### src/rtl/txd_walk_pkg.sv
// constants, field layout and carriers for the transmit descriptor walker
// assumes a 32-bit byte-addressed host memory with word-aligned descriptors
package txd_walk_pkg;

  // register map of the walker's own control port
  localparam logic [7:0] ctrl_offset      = 8'h00;
  localparam logic [7:0] head_offset      = 8'h04;
  localparam logic [7:0] state_offset     = 8'h08;
  localparam logic [7:0] irq_stat_offset  = 8'h0C;
  localparam logic [7:0] irq_mask_offset  = 8'h10;
  localparam logic [7:0] cur_desc_offset  = 8'h14;
  localparam int         ctrl_start_bit   = 0;

  // sticky event bits, same layout in status and mask
  localparam int          irq_width         = 3;
  localparam int          irq_pkt_done_bit  = 0;
  localparam int          irq_halted_bit    = 1;
  localparam int          irq_len_err_bit   = 2;
  localparam logic [2:0]  irq_mask_reset    = 3'h0;

  // descriptor word layout
  localparam logic [31:0] word_step         = 32'h0000_0004;
  localparam logic [31:0] flags_word_offset = 32'h0000_000C;
  localparam logic [1:0]  word_link         = 2'h0;
  localparam logic [1:0]  word_flags        = 2'h3;
  localparam int          first_flag_bit    = 31;
  localparam int          last_flag_bit     = 30;
  localparam int          owned_flag_bit    = 29;
  localparam int          queue_end_bit     = 28;
  localparam int          half_msb          = 31;
  localparam int          half_lsb          = 16;

  typedef enum logic [2:0] {
    st_idle   = 3'h0,
    st_fetch  = 3'h1,
    st_issue  = 3'h2,
    st_wb_eoq = 3'h3,
    st_wb_own = 3'h4
  } walk_state_e;

  // one buffer segment handed to the transmit path
  typedef struct packed {
    logic [31:0] addr;
    logic [15:0] len;
    logic        first;
    logic        last;
  } segment_s;

  // host memory request
  typedef struct packed {
    logic [31:0] addr;
    logic [31:0] wdata;
    logic        we;
  } mem_cmd_s;

endpackage : txd_walk_pkg

### src/rtl/tx_buffer_descriptor_walk.sv
// transmit descriptor walker: follows the descriptor chain in host memory
// assumes memory and transmit path run on sys_clk; mem_ack is a one-cycle pulse
// Behaviour
// - first word is link to next descriptor
// - null link marks final buffer of queue
// - link field is never written back
// - link fetched late follows appended descriptor
// - null link already fetched halts until restart
// - end-of-queue marked on returned final descriptor
// - buffer address taken byte-aligned, never modified
// - offset skips leading bytes of buffer
// - offset applied on first fragment only
// - length counts valid bytes, offset excluded
// - single fragment length equals packet length
// - third word holds offset high, length low
// - fourth word holds flags high, packet length low
// - packet length equals sum of fragment lengths
// - ownership cleared on first descriptor when done
// - end-of-queue set on last descriptor with null
//
// Our own choices: the placing of the registers and the plain strobed port.
`timescale 1ns/1ps

module tx_buffer_descriptor_walk (
  input  wire logic                   sys_clk,
  input  wire logic                   reset,
  input  wire logic [7:0]             reg_addr,
  input  wire logic [31:0]            reg_wdata,
  input  wire logic                   reg_wr,
  input  wire logic                   reg_rd,
  output logic      [31:0]            reg_rdata,
  output logic                        irq,
  output logic                        mem_req,
  output txd_walk_pkg::mem_cmd_s      mem_cmd,
  input  wire logic                   mem_ack,
  input  wire logic [31:0]            mem_rdata,
  output logic                        seg_valid,
  output txd_walk_pkg::segment_s      seg,
  input  wire logic                   seg_ready
);

  txd_walk_pkg::walk_state_e state_reg, state_next;
  logic [1:0]                      word_idx_reg, word_idx_next;
  logic [31:0]                     desc_addr_reg, desc_addr_next;
  logic [31:0]                     link_reg, link_next;
  logic [31:0]                     buf_reg, buf_next;
  logic [31:0]                     offlen_reg, offlen_next;
  logic [31:0]                     flags_reg, flags_next;
  logic [31:0]                     sop_addr_reg, sop_addr_next;
  logic [31:0]                     sop_word_reg, sop_word_next;
  logic [15:0]                     sum_reg, sum_next;
  logic [31:0]                     head_reg, head_next;
  logic [txd_walk_pkg::irq_width-1:0] stat_reg, stat_next, mask_reg, mask_next;
  logic [txd_walk_pkg::irq_width-1:0] events;
  logic                            halted_reg, halted_next;
  logic [31:0]                     rdata_reg, rdata_next;
  logic                            seg_valid_reg, seg_valid_next;
  txd_walk_pkg::segment_s          seg_reg, seg_next;
  txd_walk_pkg::mem_cmd_s          cmd_reg, cmd_next;
  logic                            start;
  logic [15:0]                     total_len;

  assign start     = reg_wr && (reg_addr == txd_walk_pkg::ctrl_offset)
                     && reg_wdata[txd_walk_pkg::ctrl_start_bit];
  assign mem_req   = (state_reg == txd_walk_pkg::st_fetch)
                     || (state_reg == txd_walk_pkg::st_wb_eoq)
                     || (state_reg == txd_walk_pkg::st_wb_own);
  assign mem_cmd   = cmd_reg;
  assign seg_valid = seg_valid_reg;
  assign seg       = seg_reg;
  assign reg_rdata = rdata_reg;
  assign irq       = |(stat_reg & mask_reg);
  assign total_len = sum_reg + offlen_reg[15:0];

  // walk sequencer
  always_comb begin
    state_next     = state_reg;
    word_idx_next  = word_idx_reg;
    desc_addr_next = desc_addr_reg;
    link_next      = link_reg;
    buf_next       = buf_reg;
    offlen_next    = offlen_reg;
    flags_next     = flags_reg;
    sop_addr_next  = sop_addr_reg;
    sop_word_next  = sop_word_reg;
    sum_next       = sum_reg;
    halted_next    = halted_reg;
    seg_valid_next = seg_valid_reg;
    seg_next       = seg_reg;
    cmd_next       = cmd_reg;
    events         = '0;
    case (state_reg)
      txd_walk_pkg::st_idle: begin
        // a start with an empty head does nothing; avoids fetching address zero
        if (start && (head_reg != 32'h0000_0000)) begin
          state_next     = txd_walk_pkg::st_fetch;
          desc_addr_next = head_reg;
          word_idx_next  = txd_walk_pkg::word_link;
          cmd_next       = '{addr: head_reg, wdata: 32'h0000_0000, we: 1'b0};
          halted_next    = 1'b0;
        end
      end
      txd_walk_pkg::st_fetch: begin
        if (mem_ack) begin
          case (word_idx_reg)
            2'h0:    link_next   = mem_rdata;
            2'h1:    buf_next    = mem_rdata;
            2'h2:    offlen_next = mem_rdata;
            default: flags_next  = mem_rdata;
          endcase
          cmd_next.addr = cmd_reg.addr + txd_walk_pkg::word_step;
          word_idx_next = word_idx_reg + 2'h1;
          if (word_idx_reg == txd_walk_pkg::word_flags) begin
            state_next     = txd_walk_pkg::st_issue;
            seg_valid_next = 1'b1;
            seg_next.len   = offlen_reg[15:0];
            seg_next.first = mem_rdata[txd_walk_pkg::first_flag_bit];
            seg_next.last  = mem_rdata[txd_walk_pkg::last_flag_bit];
            if (mem_rdata[txd_walk_pkg::first_flag_bit]) begin
              // offset honoured only on the first fragment
              seg_next.addr = buf_reg + {16'h0000,
                offlen_reg[txd_walk_pkg::half_msb:txd_walk_pkg::half_lsb]};
              sop_addr_next = desc_addr_reg;
              sop_word_next = mem_rdata;
              sum_next      = 16'h0000;
            end else begin
              seg_next.addr = buf_reg;
            end
          end
        end
      end
      txd_walk_pkg::st_issue: begin
        if (seg_ready) begin
          seg_valid_next = 1'b0;
          sum_next       = sum_reg + offlen_reg[15:0];
          cmd_next.we    = 1'b1;
          cmd_next.addr  = desc_addr_reg + txd_walk_pkg::flags_word_offset;
          if (seg_reg.last) begin
            // packet length is carried by the first descriptor only
            if (total_len != sop_word_reg[15:0]) begin
              events[txd_walk_pkg::irq_len_err_bit] = 1'b1;
            end
            if (link_reg == 32'h0000_0000) begin
              state_next     = txd_walk_pkg::st_wb_eoq;
              cmd_next.wdata = flags_reg | (32'h1 << txd_walk_pkg::queue_end_bit);
            end else begin
              state_next     = txd_walk_pkg::st_wb_own;
              cmd_next.addr  = sop_addr_reg + txd_walk_pkg::flags_word_offset;
              cmd_next.wdata = sop_word_reg & ~(32'h1 << txd_walk_pkg::owned_flag_bit);
            end
          end else if (link_reg == 32'h0000_0000) begin
            // chain broken mid-packet: stop without touching memory
            state_next  = txd_walk_pkg::st_idle;
            halted_next = 1'b1;
            events[txd_walk_pkg::irq_halted_bit] = 1'b1;
            cmd_next.we = 1'b0;
          end else begin
            state_next     = txd_walk_pkg::st_fetch;
            desc_addr_next = link_reg;
            word_idx_next  = txd_walk_pkg::word_link;
            cmd_next       = '{addr: link_reg, wdata: 32'h0000_0000, we: 1'b0};
          end
        end
      end
      txd_walk_pkg::st_wb_eoq: begin
        if (mem_ack) begin
          state_next     = txd_walk_pkg::st_wb_own;
          cmd_next.addr  = sop_addr_reg + txd_walk_pkg::flags_word_offset;
          // single-fragment packet: keep the queue end mark in the same word
          cmd_next.wdata = ((sop_addr_reg == desc_addr_reg) ? cmd_reg.wdata : sop_word_reg)
                           & ~(32'h1 << txd_walk_pkg::owned_flag_bit);
        end
      end
      txd_walk_pkg::st_wb_own: begin
        if (mem_ack) begin
          events[txd_walk_pkg::irq_pkt_done_bit] = 1'b1;
          if (link_reg == 32'h0000_0000) begin
            // the null link was already read, so a late append waits for a restart
            state_next  = txd_walk_pkg::st_idle;
            halted_next = 1'b1;
            events[txd_walk_pkg::irq_halted_bit] = 1'b1;
            cmd_next.we = 1'b0;
          end else begin
            // link is re-read per descriptor, so an append made in time is followed
            state_next     = txd_walk_pkg::st_fetch;
            desc_addr_next = link_reg;
            word_idx_next  = txd_walk_pkg::word_link;
            cmd_next       = '{addr: link_reg, wdata: 32'h0000_0000, we: 1'b0};
          end
        end
      end
      default: begin
        state_next = txd_walk_pkg::st_idle;
      end
    endcase
  end

  // register port, sticky status with set winning over clear
  always_comb begin
    head_next  = head_reg;
    mask_next  = mask_reg;
    stat_next  = stat_reg;
    rdata_next = 32'h0000_0000;
    if (reg_wr) begin
      case (reg_addr)
        txd_walk_pkg::head_offset:     head_next = reg_wdata;
        txd_walk_pkg::irq_mask_offset: mask_next = reg_wdata[txd_walk_pkg::irq_width-1:0];
        txd_walk_pkg::irq_stat_offset:
          stat_next = stat_reg & ~reg_wdata[txd_walk_pkg::irq_width-1:0];
        default: ;
      endcase
    end
    stat_next = stat_next | events;
    if (reg_rd) begin
      case (reg_addr)
        txd_walk_pkg::head_offset:     rdata_next = head_reg;
        txd_walk_pkg::state_offset:
          rdata_next = {27'h0, halted_reg, state_reg, (state_reg != txd_walk_pkg::st_idle)};
        txd_walk_pkg::irq_stat_offset: rdata_next = {29'h0, stat_reg};
        txd_walk_pkg::irq_mask_offset: rdata_next = {29'h0, mask_reg};
        txd_walk_pkg::cur_desc_offset: rdata_next = desc_addr_reg;
        default:                       rdata_next = 32'h0000_0000;
      endcase
    end
  end

  always_ff @(posedge sys_clk or posedge reset) begin
    if (reset) begin
      state_reg     <= txd_walk_pkg::st_idle;
      word_idx_reg  <= 2'h0;
      desc_addr_reg <= 32'h0000_0000;
      link_reg      <= 32'h0000_0000;
      buf_reg       <= 32'h0000_0000;
      offlen_reg    <= 32'h0000_0000;
      flags_reg     <= 32'h0000_0000;
      sop_addr_reg  <= 32'h0000_0000;
      sop_word_reg  <= 32'h0000_0000;
      sum_reg       <= 16'h0000;
      head_reg      <= 32'h0000_0000;
      stat_reg      <= '0;
      mask_reg      <= txd_walk_pkg::irq_mask_reset;
      halted_reg    <= 1'b0;
      rdata_reg     <= 32'h0000_0000;
      seg_valid_reg <= 1'b0;
      seg_reg       <= '0;
      cmd_reg       <= '0;
    end else begin
      state_reg     <= state_next;
      word_idx_reg  <= word_idx_next;
      desc_addr_reg <= desc_addr_next;
      link_reg      <= link_next;
      buf_reg       <= buf_next;
      offlen_reg    <= offlen_next;
      flags_reg     <= flags_next;
      sop_addr_reg  <= sop_addr_next;
      sop_word_reg  <= sop_word_next;
      sum_reg       <= sum_next;
      head_reg      <= head_next;
      stat_reg      <= stat_next;
      mask_reg      <= mask_next;
      halted_reg    <= halted_next;
      rdata_reg     <= rdata_next;
      seg_valid_reg <= seg_valid_next;
      seg_reg       <= seg_next;
      cmd_reg       <= cmd_next;
    end
  end
endmodule : tx_buffer_descriptor_walk

### config.mk
export PLATFORM = sky130hd
export DESIGN_NAME = tx_buffer_descriptor_walk
export DESIGN_NICKNAME = d
export VERILOG_FILES = /design/src/rtl/txd_walk_pkg.sv /design/src/rtl/tx_buffer_descriptor_walk.sv
export SDC_FILE = /design/constraint.sdc
export NUM_CORES = 1
export LEC_CHECK = 0
export BUFFER_PORTS_ARGS = -buffer_cell sky130_fd_sc_hd__buf_2
export CORE_ASPECT_RATIO = 1.2
export CORE_MARGIN = 5
export CORE_UTILIZATION = 51
export DETAILED_ROUTE_END_ITERATION = 10
export PLACE_DENSITY = 0.69
export SYNTH_ARGS = -nofsm -noshare
export SYNTH_HDL_FRONTEND = slang
export SYNTH_SLANG_ARGS = --single-unit
### constraint.sdc
create_clock -name sys_clk -period 32.5 [get_ports sys_clk]
set_input_delay 3.25 -clock sys_clk [delete_from_list [all_inputs] [get_ports sys_clk]]
set_output_delay 3.25 -clock sys_clk [all_outputs]
set_load 0.03 [all_outputs]
==> Word level (Yosys, flattened, before mapping) <==
Index checks and enable logic that the tools add are counted.
Widths: inputs -> output; s select.
{ "classes": {"eq_ne": 25, "n_mux": 67, "bitwise_logic": 5, "n_reduce_logical": 35, "n_addsub": 6, "magnitude_cmp": 0, "shift": 0, "n_mul": 0, "div": 0} }
{ "ops": {"columns": ["cell", "count"], "rows": [
  ["$mux 32", 11],
  ["$pmux 32 s5", 2],
  ["$mux 64", 4],
  ["$mux 65", 3],
  ["$pmux 32 s4", 1],
  ["$pmux 32 s3", 1],
  ["$add 32x4->32 const B", 2],
  ["$mux 16", 4],
  ["$add 32x16->32", 1],
  ["$add 32x3->32 const B", 1],
  ["$eq 32x32->1", 1],
  ["$logic_not 32->1", 1],
  ["$pmux 16 s2", 1],
  ["$reduce_bool 32->1", 1],
  ["$mux 3", 10],
  ["$ne 2x2->1 const B", 9],
  ["$add 16x16->16", 1],
  ["$eq 8x4->1 const B", 2],
  ["$eq 8x5->1 const B", 2],
  ["$mux 1", 16],
  ["$mux 2", 8],
  ["$ne 16x16->1", 1],
  ["$pmux 3 s5", 1],
  ["$reduce_and 3->1", 5],
  ["32 further kinds", 49]
]} }
{ "totals": {"mem_bits_ro": 0, "latch_bits": 0, "output_inout_bits": 150, "mem_bits_rw": 0, "input_bits": 78, "mem_count": 0, "ff_bits": 432} }

==> Longest topological paths before layout <==
Gate-level depths: netlist (run 1).
{ "depth": {"depth_word": 7, "depth_mapped": 16, "ltp_nobuf": 12} }

==> Worst setup path after synthesis (run 1) <==
No wires, ideal clock.
{ "synth_path": {"path_type": "in2reg", "from": "input port reg_addr[1]", "to": "register cmd_reg, in the netlist mem_cmd[54]", "path_stages": 9, "n_path_buf": 0, "t_arrival_ns": 5.199, "t_required_ns": 32.367, "setup_slack_ns": 27.168, "cell_sequence": "or4_4 > nor3_4 > o211ai_1 > a21oi_2 > o21ai_2 > a221o_1 > a2111oi_2 > a21oi_1 > a2bb2oi_1"} }
{ "synth_between": {"elab_chain_len": 6} }
{ "synth_lines": {"columns": ["element", "line", "source"], "rows": [
  ["from (decl)", "tx_buffer_descriptor_walk.sv:27", "input wire logic [7:0] reg_addr,"],
  ["$logic_not 8->1", "tx_buffer_descriptor_walk.sv:63", "assign start = reg_wr && (reg_addr == txd_walk_pkg::ctrl_offset)"],
  ["$logic_and 1x1->1", "tx_buffer_descriptor_walk.sv:63", null],
  ["$logic_and 1x1->1", "tx_buffer_descriptor_walk.sv:64", "&& reg_wdata[txd_walk_pkg::ctrl_start_bit];"],
  ["$logic_and 1x1->1", "tx_buffer_descriptor_walk.sv:95", "if (start && (head_reg != 32'h0000_0000)) begin"],
  ["$ne 2x2->1 (no source line)", null, null],
  ["$reduce_and 7->1 (no source line)", null, null],
  ["to (signal assigned)", "tx_buffer_descriptor_walk.sv:265", "cmd_reg <= cmd_next;"],
  ["to (decl)", "tx_buffer_descriptor_walk.sv:59", "txd_walk_pkg::mem_cmd_s cmd_reg, cmd_next;"]
]} }
Every way passes these cells.
A chain may end at the register's enable or synchronous reset.

==> Worst setup path after layout (run 1) <==
{ "layout_path": {"from": "register state_reg[0]", "to": "output port mem_req"} }
{ "layout_between": {"elab_chain_len": 3, "word_cells_on_any_way": 5} }
{ "layout_lines": {"columns": ["element", "line", "source"], "rows": [
  ["from (decl)", "tx_buffer_descriptor_walk.sv:42", "txd_walk_pkg::walk_state_e state_reg, state_next;"],
  ["from (signal assigned)", "tx_buffer_descriptor_walk.sv:229", "state_reg <= txd_walk_pkg::st_idle;"],
  ["from (signal assigned)", "tx_buffer_descriptor_walk.sv:248", "state_reg <= state_next;"],
  ["$eq 3x1->1 or $eq 3x2->1 (tied branches)", "tx_buffer_descriptor_walk.sv:65, tx_buffer_descriptor_walk.sv:66", null],
  ["$logic_or 1x1->1", "tx_buffer_descriptor_walk.sv:66", "|| (state_reg == txd_walk_pkg::st_wb_eoq)"],
  ["$logic_or 1x1->1 *", "tx_buffer_descriptor_walk.sv:67", "|| (state_reg == txd_walk_pkg::st_wb_own);"],
  ["to (decl)", "tx_buffer_descriptor_walk.sv:33", "output logic mem_req,"]
]} }
Mark *: on every way between the ends. The rest lies on a longest branch, timed or not.

==> results of run 1 <==
power by group:
group          total (mW)  internal (mW)  leakage, nW  switching [mW]
sequential          0.871          0.679         5.80           0.192
clock               0.554          0.330        0.772           0.224
combinational       0.907          0.345         5.78           0.562
cell type report:
cell class                      instances  area [sq um]  share of cell area, %
Sequential cell                       430         10800                   41.4
Inverter                               37           146                  0.563
Multi-Input combinational cell       1623         11400                   43.8
Timing Repair Buffer                  261          1400                   5.40
Clock inverter                         13           253                  0.972
Clock buffer                           68          1320                   5.09
Tap cell                              565           707                   2.72
final timing paths:
| path | to | cells past startpoint | startpoint | slack (ps) |
|---|---|---|---|---|
| setup / recovery | mem_req | 4 | state_reg[0] | 26500 |
| hold / removal | sop_word_reg[31] | 1 | sop_word_reg[31] | 470 |
| setup reg to reg | mem_cmd[20] | 10 | link_reg[17] | 27910 |
| hold reg to reg | sop_word_reg[31] | 1 | sop_word_reg[31] | 470 |
| max in group asynchronous | reg_rdata[29] | 4 | reset | 27280 |
| min in group asynchronous | mem_cmd[9] | 2 | reset | 2840 |
cells in the final DEF (no fill, tap or decap), drive strengths merged, types with 8 or more instances in the layout:
cell type,n
dfrtp,430
buf,261
nand2,253
mux2,232
o21ai,194
nor2,146
a21oi,95
xnor2,87
xor2,73
a22oi,69
clkbuf,68
mux2i,57
nand3,44
ha,42
inv,37
nand4,30
nor4,29
nor3,26
and3,17
a22o,17
o22ai,16
a21o,16
nor2b,15
and4,13
o211ai,11
a31oi,10
a211oi,10
o21a,9
a221o,8
per-stage QoR:
stage	total power [mW]	cell area [sq um]
after floorplan	1.46	22800
after global placement	1.74	24400
final	2.33	26000
after global routing	2.46	26000
after CTS	2.33	26000
after detailed placement	1.77	24400
metal layers:
metal | GRT usage [%] | share of wire, %
met1 | 36.6 | 40
met2 | 47.3 | 48
met3 | 5.05 | 6.9
met4 | 12.0 | 4.7
met5 | 0 | 0.0099
cells by family after synthesis:
family / after synthesis
compound gates: 521
buf+inv: 183
xor+xnor: 160
simple gates: 609
fa+ha+maj: 44
flops: 430
mux: 289
==> impl_metrics.csv, run 1 <==
group,metric,value,unit
critical_path,critPathMaxFanout,9,
cts,numCtsBuffers,45,
timing,tightest_slew,1320,ps
cts,cts_buffer_depth,3,
yosys,netlist_top_cells_area,"dfrtp_1, mux2_2, nand2_1",
cts,root_buffer,"clkbuf_16",
yosys,yosysUniqueCellTypes,82,
floorplanning,start_util,51.2,%
critical_path,crit_type,"reg2out",
floorplanning,boundaryPins,228,
routing,initialDrtViolationCount,1448,
timing,max_slew_margin,11.7,%
placement,placement.io_buffers,227,
layout,stdcell_count,2997,
critical_path,critPathTopFamily,"simple AND/OR/NAND/NOR gates",
timing,period_share,18.5,%
layout,diodes,0,
yosys,synth_top_area_share,47.2,%
yosys,yosysSeqAreaShare,47.2,%
timing,holdWs,470,ps
critical_path,cpMostUsedCell,"nand2_1",
critical_path,slowest_stage,"nor2_2",
placement,post-place-ws,26190,ps
placement,dp_hpwl,49700,um
placement,gp_congestion,0.959,
routing,viasPerCell,6.15,
yosys,synth_edf_count,0,
yosys,syn_avg_cell_area,10.2,sq um
routing,routedWlPerCell,23.5,um
routing,drc_errors,0,
yosys,synth_top_family_by_area,"compound AO/OA/AOI/OAI gates",
pwr,p_leak,12.4,nW
layout,area_growth_syn_to_layout,13.9,%
routing,finalWirelength,70400,um
yosys,synth_compound_area_share,14.5,%
run,cap_violations,0,
layout,largest_reg_flops,65,
critical_path,worstPathRequired,29250,ps
yosys,synthCells,2236,
yosys,yosysTopAreaCell,"dfrtp_1",
cts,tritoncts,"done",
yosys,synth-adder-area-share,2.48,%
placement,dp.cells,2916,
routing,vias,18434,
yosys,synth.mux.area_fraction,14.0,%
critical_path,critPathMaxStageDelay,680,ps
yosys,yosys.area_share.xor_xnor,6.14,%
timing,finalWorstPathRequiredPeriod,6000,ps
layout,post-route-util,58.3,%
timing,setup_viol,0,
yosys,postSynthNetCount,2358,
timing,drv_slew,0,
global_routing,grt_max_degree,180,
timing,fmax,167,MHz
yosys,synthesis.area,22800,sq um
global_routing,track_usage,28.4,%
timing,hold_viol,0,
cts,cts_hold_buffers,0,
pwr,p_per_area,89.7,nW/um^2
layout,num-nets-final,2520,
critical_path,path_buf_inv,1,
cts,clkSinkCount,430,
routing,ant_nets,0,
yosys,synth-seq-cells,430,
global_routing,grt_overflow_total,0,
timing,worst_clock_skew,20.7,ps
routing,dr.pass1.iters,6,
timing,setup_ws,26500,ps
cts,post-cts-setup-buffer-count,0,
timing,fin_tns_setup,0,ps
global_routing,grt_pass1_vias,18901,
run_status,status,"completed",
cts,cts_resized,0,
floorplanning,dieArea,49100,sq um
timing,rsz0062_at_grt,"no",
global_routing,antenna_found_initial,1,
yosys,synthFlopType,"dfrtp_1",
global_routing,grt_pass1_wl,111000,um
yosys,synth_simple_gate_area_share,12.6,%
floorplanning,row_count,85,
pwr,peakVddDrop,0.0000568,V
critical_path,cp.arrival,2750,ps
floorplanning,die_x,203,um
yosys,postSynth.asyncResetShare,100,%
yosys,ys_top_cells_by_count,"dfrtp_1, nand2_1, mux2_2",
yosys,yosysMostFrequentCell,"dfrtp_1",
critical_path,critPathLaunchType,"flip-flop",
worst_hold_path,hp-class,"reg2reg",
floorplanning,die_h,242,um
cts,htreeDepth,2,
layout,final_layout_size_suffix_gt1_share,24.7,%
cts,clk_latency,590,ps
cts,clk_pin_slew,60,ps
critical_path,critPathCaptureType,"primary output",
yosys,ys_warn_count,0,
critical_path,path_cells,"nor2_2, nand2_1, nand2_1, buf_2",
layout,fill_cells,3802,
floorplanning,coreArea,44600,sq um
(Power assumes the default switching activity.)
==> run 2: changes to the inputs <==
--- a/config.mk
+++ b/config.mk
@@ -10,7 +10,7 @@
 export CORE_MARGIN = 5
 export CORE_UTILIZATION = 51
 export DETAILED_ROUTE_END_ITERATION = 10
-export PLACE_DENSITY = 0.69
+export PLACE_DENSITY = 0.72
 export SYNTH_ARGS = -nofsm -noshare
 export SYNTH_HDL_FRONTEND = slang
 export SYNTH_SLANG_ARGS = --single-unit
==> constraint.sdc (replaced) <==
create_clock -name sys_clk -period 5.3 [get_ports sys_clk]
set_input_delay 0.53 -clock sys_clk [delete_from_list [all_inputs] [get_ports sys_clk]]
set_output_delay 0.53 -clock sys_clk [all_outputs]
set_load 0.03 [all_outputs]
==> impl_metrics.csv, run 2 (synthesis gave the netlist of run 1 again) <==
group,metric,value,unit
critical_path,path_buf_inv,2,
routing,viasPerCell,6.20,
run,cap_violations,0,
layout,final_common_cell,"dfrtp_1",
timing,holdWs,175,ps
timing,period_share,73.1,%
floorplanning,row_count,85,
timing,drv_slew,0,
global_routing,track_usage,30.1,%
timing,worst_clock_skew,15.8,ps
layout,largest_reg_flops,65,
layout,layout_common_cells,"dfrtp_1, nand2_1, mux2_2",
pwr,pwr-share-comb,39.3,%
floorplanning,start_util,51.2,%
pwr,pwr-share-seq,36.7,%
routing,vias,18651,
timing,setup_viol,0,
critical_path,critPathTopFamily,"simple AND/OR/NAND/NOR gates",
pwr,p_leak,12.4,nW
floorplanning,dieArea,49100,sq um
placement,gp_congestion,0.963,
cts,clkSinkCount,430,
layout,seq_area,10800,sq um
layout,area_growth_syn_to_layout,14.6,%
critical_path,crit_type,"reg2out",
cts,clk_latency,590,ps
pwr,power,14.4,mW
critical_path,path_cells,"buf_4, nor2_2, nand2_1, nand2_1, buf_2",
global_routing,grt_max_degree,139,
global_routing,antenna_found_initial,0,
routing,ant_nets,0,
critical_path,cp.arrival,3340,ps
timing,finalWorstPathRequiredPeriod,3870,ps
global_routing,grt_pass1_vias,18762,
routing,initialDrtViolationCount,1683,
placement,place_area,24500,sq um
layout,num-nets-final,2531,
timing,tightest_slew,1120,ps
routing,drc_errors,0,
cts,htreeDepth,2,
floorplanning,coreArea,44600,sq um
cts,numCtsBuffers,45,
global_routing,grt_pass1_wl,115000,um
pwr,p_int,8.35,mW
layout,multi_input_area,11400,sq um
critical_path,cpMostUsedCell,"nand2_1",
pwr,switching_share,42.0,%
timing,setup_ws,1430,ps
cts,cts_resized,0,
run_status,status,"completed",
pwr,p_clk_share,24.0,%
layout,fill_cells,3851,
placement,placement.io_buffers,227,
critical_path,worstPathRequired,4770,ps
pwr,p_per_area,552,nW/um^2
placement,dp_hpwl,53900,um
cts,post-cts-setup-buffer-count,0,
critical_path,critPathLaunchType,"flip-flop",
routing,dr.pass1.iters,9,
floorplanning,die_x,203,um
critical_path,critPathMaxFanout,21,
cts,clk_pin_slew,60,ps
cts,tritoncts,"done",
worst_hold_path,hp-class,"in2reg",
floorplanning,boundaryPins,228,
layout,final_area,26100,sq um
placement,post-place-ws,1560,ps
timing,max_slew_margin,25.0,%
global_routing,grt_overflow_total,0,
timing,fmax,258,MHz
timing,rsz0062_at_grt,"no",
floorplanning,die_h,242,um
critical_path,critPathMaxStageDelay,670,ps
timing,hold_viol,0,
routing,routedWlPerCell,25.0,um
cts,cts_buffer_depth,3,
routing,finalWirelength,75200,um
timing,fin_tns_setup,0,ps
layout,final_layout_size_suffix_gt1_share,25.4,%
cts,root_buffer,"clkbuf_16",
pwr,peakVddDrop,0.000342,V
critical_path,slowest_stage,"nor2_2",
pwr,power.switching,6.06,mW
critical_path,critPathCaptureType,"primary output",
[run 2: cell types whose count changed in the layout (fill, tap and decap cells not counted), sizes merged]
cell         change
clkbuf          -12
buf             +10
clkinvlp         +7
clkinv           +4
bufinv           +2
diode            +1
dlygate4sd3      +1
inv              -1
[run 2: power groups by stage]
stage          clock [mW]  combinational (mW)  sequential (mW)
2_1_floorplan           0                3.83             5.14
3_3_place_gp            0                5.48             5.26
3_5_place_dp            0                5.56             5.32
4_1_cts              3.50                5.60             5.27
5_1_grt              3.63                6.12             5.40
6_report             3.45                5.66             5.30
[run 2: cell type report]
class,count,area share (%)
Clock buffer,56,4.74
Inverter,37,0.546
Clock inverter,25,1.43
Timing Repair Buffer,272,5.75
Tap cell,565,2.71
Multi-Input combinational cell,1623,43.6
Antenna cell,1,0.00958
Sequential cell,430,41.2
[run 2: routing by layer]
metal	vias up	GRT usage, %	share of wire [%]
li1	8366	-	-
met1	9338	39.2	40
met2	733	49.9	48
met3	214	4.76	6.6
met4	0	13.2	4.9
met5	-	0	0
[run 2: worst paths after layout]
check	cells after the start	slack (ps)	to	from
hold / removal	2	170	head_reg[26]	reg_wdata[26]
hold reg to reg	1	470	sop_word_reg[31]	sop_word_reg[31]
max in group asynchronous	4	3570	sop_addr_reg[13]	reset
setup / recovery	5	1430	mem_req	state_reg[1]
min in group asynchronous	3	460	desc_addr_reg[29]	reset
setup reg to reg	10	1440	mem_cmd[9]	link_reg[17]
[run 2: timing repair]
action,in CTS,in global routing
endpoints found under the hold margin,4,0
endpoints found under the setup margin,0,0
hold buffers,1,0
[run 2: through the flow]
stage                     instances  utilization [%]
after floorplan                2236                -
after global placement         2926             55.0
after detailed placement       2926             55.0
after CTS                      3008             58.6
after global routing           3008             58.6
final                          3009             58.6
==> run 3: changes to the inputs <==
--- a/config.mk
+++ b/config.mk
@@ -10,7 +10,7 @@
 export CORE_MARGIN = 5
 export CORE_UTILIZATION = 51
 export DETAILED_ROUTE_END_ITERATION = 10
-export PLACE_DENSITY = 0.72
+export PLACE_DENSITY = 0.69
 export SYNTH_ARGS = -nofsm -noshare
 export SYNTH_HDL_FRONTEND = slang
 export SYNTH_SLANG_ARGS = --single-unit
==> constraint.sdc (replaced) <==
create_clock -name sys_clk -period 3.8 [get_ports sys_clk]
set_input_delay 0.38 -clock sys_clk [delete_from_list [all_inputs] [get_ports sys_clk]]
set_output_delay 0.38 -clock sys_clk [all_outputs]
set_load 0.03 [all_outputs]
==> impl_metrics.csv, run 3 (synthesis gave the netlist of run 1 again) <==
group,metric,value,unit
run_status,status,"finished, violations left",
run_status,failed_checks,"DRC",
global_routing,grt_max_degree,105,
global_routing,track_usage,29.6,%
global_routing,antenna_found_initial,1,
worst_hold_path,hp-start,"reg_wdata[16]",
critical_path,critPathLaunchType,"flip-flop",
routing,initialDrtViolationCount,1554,
layout,final_layout_size_suffix_gt1_share,25.7,%
layout,layout_common_cells,"dfrtp_1, nand2_1, mux2_2",
routing,routedWlPerCell,24.2,um
timing,fmax,314,MHz
floorplanning,die_x,203,um
placement,gp_congestion,0.987,
critical_path,crit_type,"reg2reg",
cts,cts_resized,0,
placement,dp_hpwl,52700,um
cts,cts_buffer_depth,3,
critical_path,critPathMaxFanout,16,
layout,num-nets-final,2556,
global_routing,grt_overflow_total,0,
critical_path,cp-startpoint,"head_reg[24]",
layout,largest_reg_flops,65,
timing,worst_clock_skew,15.3,ps
routing,ant_nets,0,
routing,viasPerCell,6.13,
critical_path,r2r-end,"sum_reg[14]",
critical_path,ff2ff_path_depth,9,
worst_hold_path,hold_end,"head_reg[16]",
cts,tritoncts,"done",
routing,dr.pass1.iters,9,
cts,post-cts-setup-buffer-count,0,
pwr,peakVddDrop,0.000529,V
layout,final_common_cell,"dfrtp_1",
timing,rsz0062_at_grt,"no",
timing,period_share,83.7,%
floorplanning,dieArea,49100,sq um
timing,max_slew_margin,28.9,%
layout,post-route-util,59.0,%
layout,multi_input_area,11400,sq um
critical_path,worstPathRequired,4290,ps
global_routing,grt_pass1_vias,19121,
layout,fill_cells,3844,
worst_hold_path,hp-class,"in2reg",
timing,hold_viol,0,
worst_hold_path,hold_depth,2,
cts,clkSinkCount,430,
floorplanning,start_util,51.2,%
critical_path,reg2reg_from,"head_reg[24]",
routing,vias,18587,
cts,root_buffer,"clkbuf_16",
pwr,p_per_area,760,nW/um^2
run,cap_violations,0,
routing,drc_errors,1,
cts,clk_pin_slew,60,ps
timing,tightest_slew,1060,ps
critical_path,reg2reg_slack,620,ps
critical_path,critPathCaptureType,"flip-flop",
critical_path,cp.arrival,3670,ps
routing,finalWirelength,73400,um
pwr,p_leak,12.5,nW
global_routing,grt_pass1_wl,115000,um
floorplanning,row_count,85,
layout,area_growth_syn_to_layout,15.2,%
layout,diodes,0,
timing,setup_viol,0,
floorplanning,boundaryPins,228,
cts,numCtsBuffers,45,
placement,placement.io_buffers,227,
placement,place_area,24800,sq um
timing,fin_tns_setup,0,ps
pwr,power,20.0,mW
layout,seq_area,10800,sq um
cts,cts_hold_buffers,1,
layout,final_area,26300,sq um
floorplanning,coreArea,44600,sq um
timing,finalWorstPathRequiredPeriod,3180,ps
timing,drv_slew,0,
cts,clk_latency,590,ps
floorplanning,die_h,242,um
cts,htreeDepth,2,
[run 3: cell types whose count changed in the layout (fill, tap and decap cells not counted), moves of 3 or more]
cell,change
buf_4,+16
buf_12,+9
clkbuf_1,+7
bufinv_16,-6
clkinv_2,-4
clkinvlp_4,-4
clkinv_4,+3
[run 3: critical path: stages, from the launching register on]
cell and delay (ps):
dfrtp_1 420, nor4_1 630, nand4_1 300, o211ai_1 300, a21oi_2 140, o21ai_4 160
nor2_1 160, a41oi_2 720, nand2_1 110, o21ai_0 120
[run 3: metal layers]
metal / wire length [um] / up-vias / track usage (%)
met1: 29300 / 9231 / 38.1
met2: 35900 / 738 / 50.3
met3: 4820 / 185 / 5.11
met5: 13 / - / 0
met4: 3390 / 2 / 11.5
li1: - / 8431 / -
[run 3: how the worst max path moves through the flow]
| stage | end | slack (ps) | cells past startpoint |
|---|---|---|---|
| finish | sum_reg[14] | 620 | 9 |
| detailed placement | stat_reg[2] | 680 | 12 |
| floorplan | buf_reg[0] | -2390 | 1 |
| global route | seg[39] | 440 | 10 |
| CTS | mem_req | 680 | 6 |
| global placement | stat_reg[2] | 750 | 12 |
[run 3: report_power, final]
group	total (mW)	switching, mW	internal (mW)
Combinational	8.07	4.92	3.15
Clock	4.44	1.92	2.52
Sequential	7.45	1.65	5.80
Total	20.0	8.48	11.5
[run 3: layout make-up]
class	count	area share, %
repair buffers	297	6.86
inverters	37	0.543
clock buffers	65	4.91
flip-flops and latches	430	41.0
multi-input cells	1623	43.4
well taps	565	2.69
clock inverters	15	0.681
[run 3: stage by stage]
| stage | cells | hold slack [ps] | worst slack [ps] |
|---|---|---|---|
| after floorplan | 2236 | 436 | -2390 |
| after global placement | 2951 | 451 | 752 |
| after detailed placement | 2951 | 456 | 682 |
| after CTS | 3032 | 5.98 | 679 |
| after global routing | 3032 | 19.8 | 444 |
| final | 3032 | 28.7 | 620 |
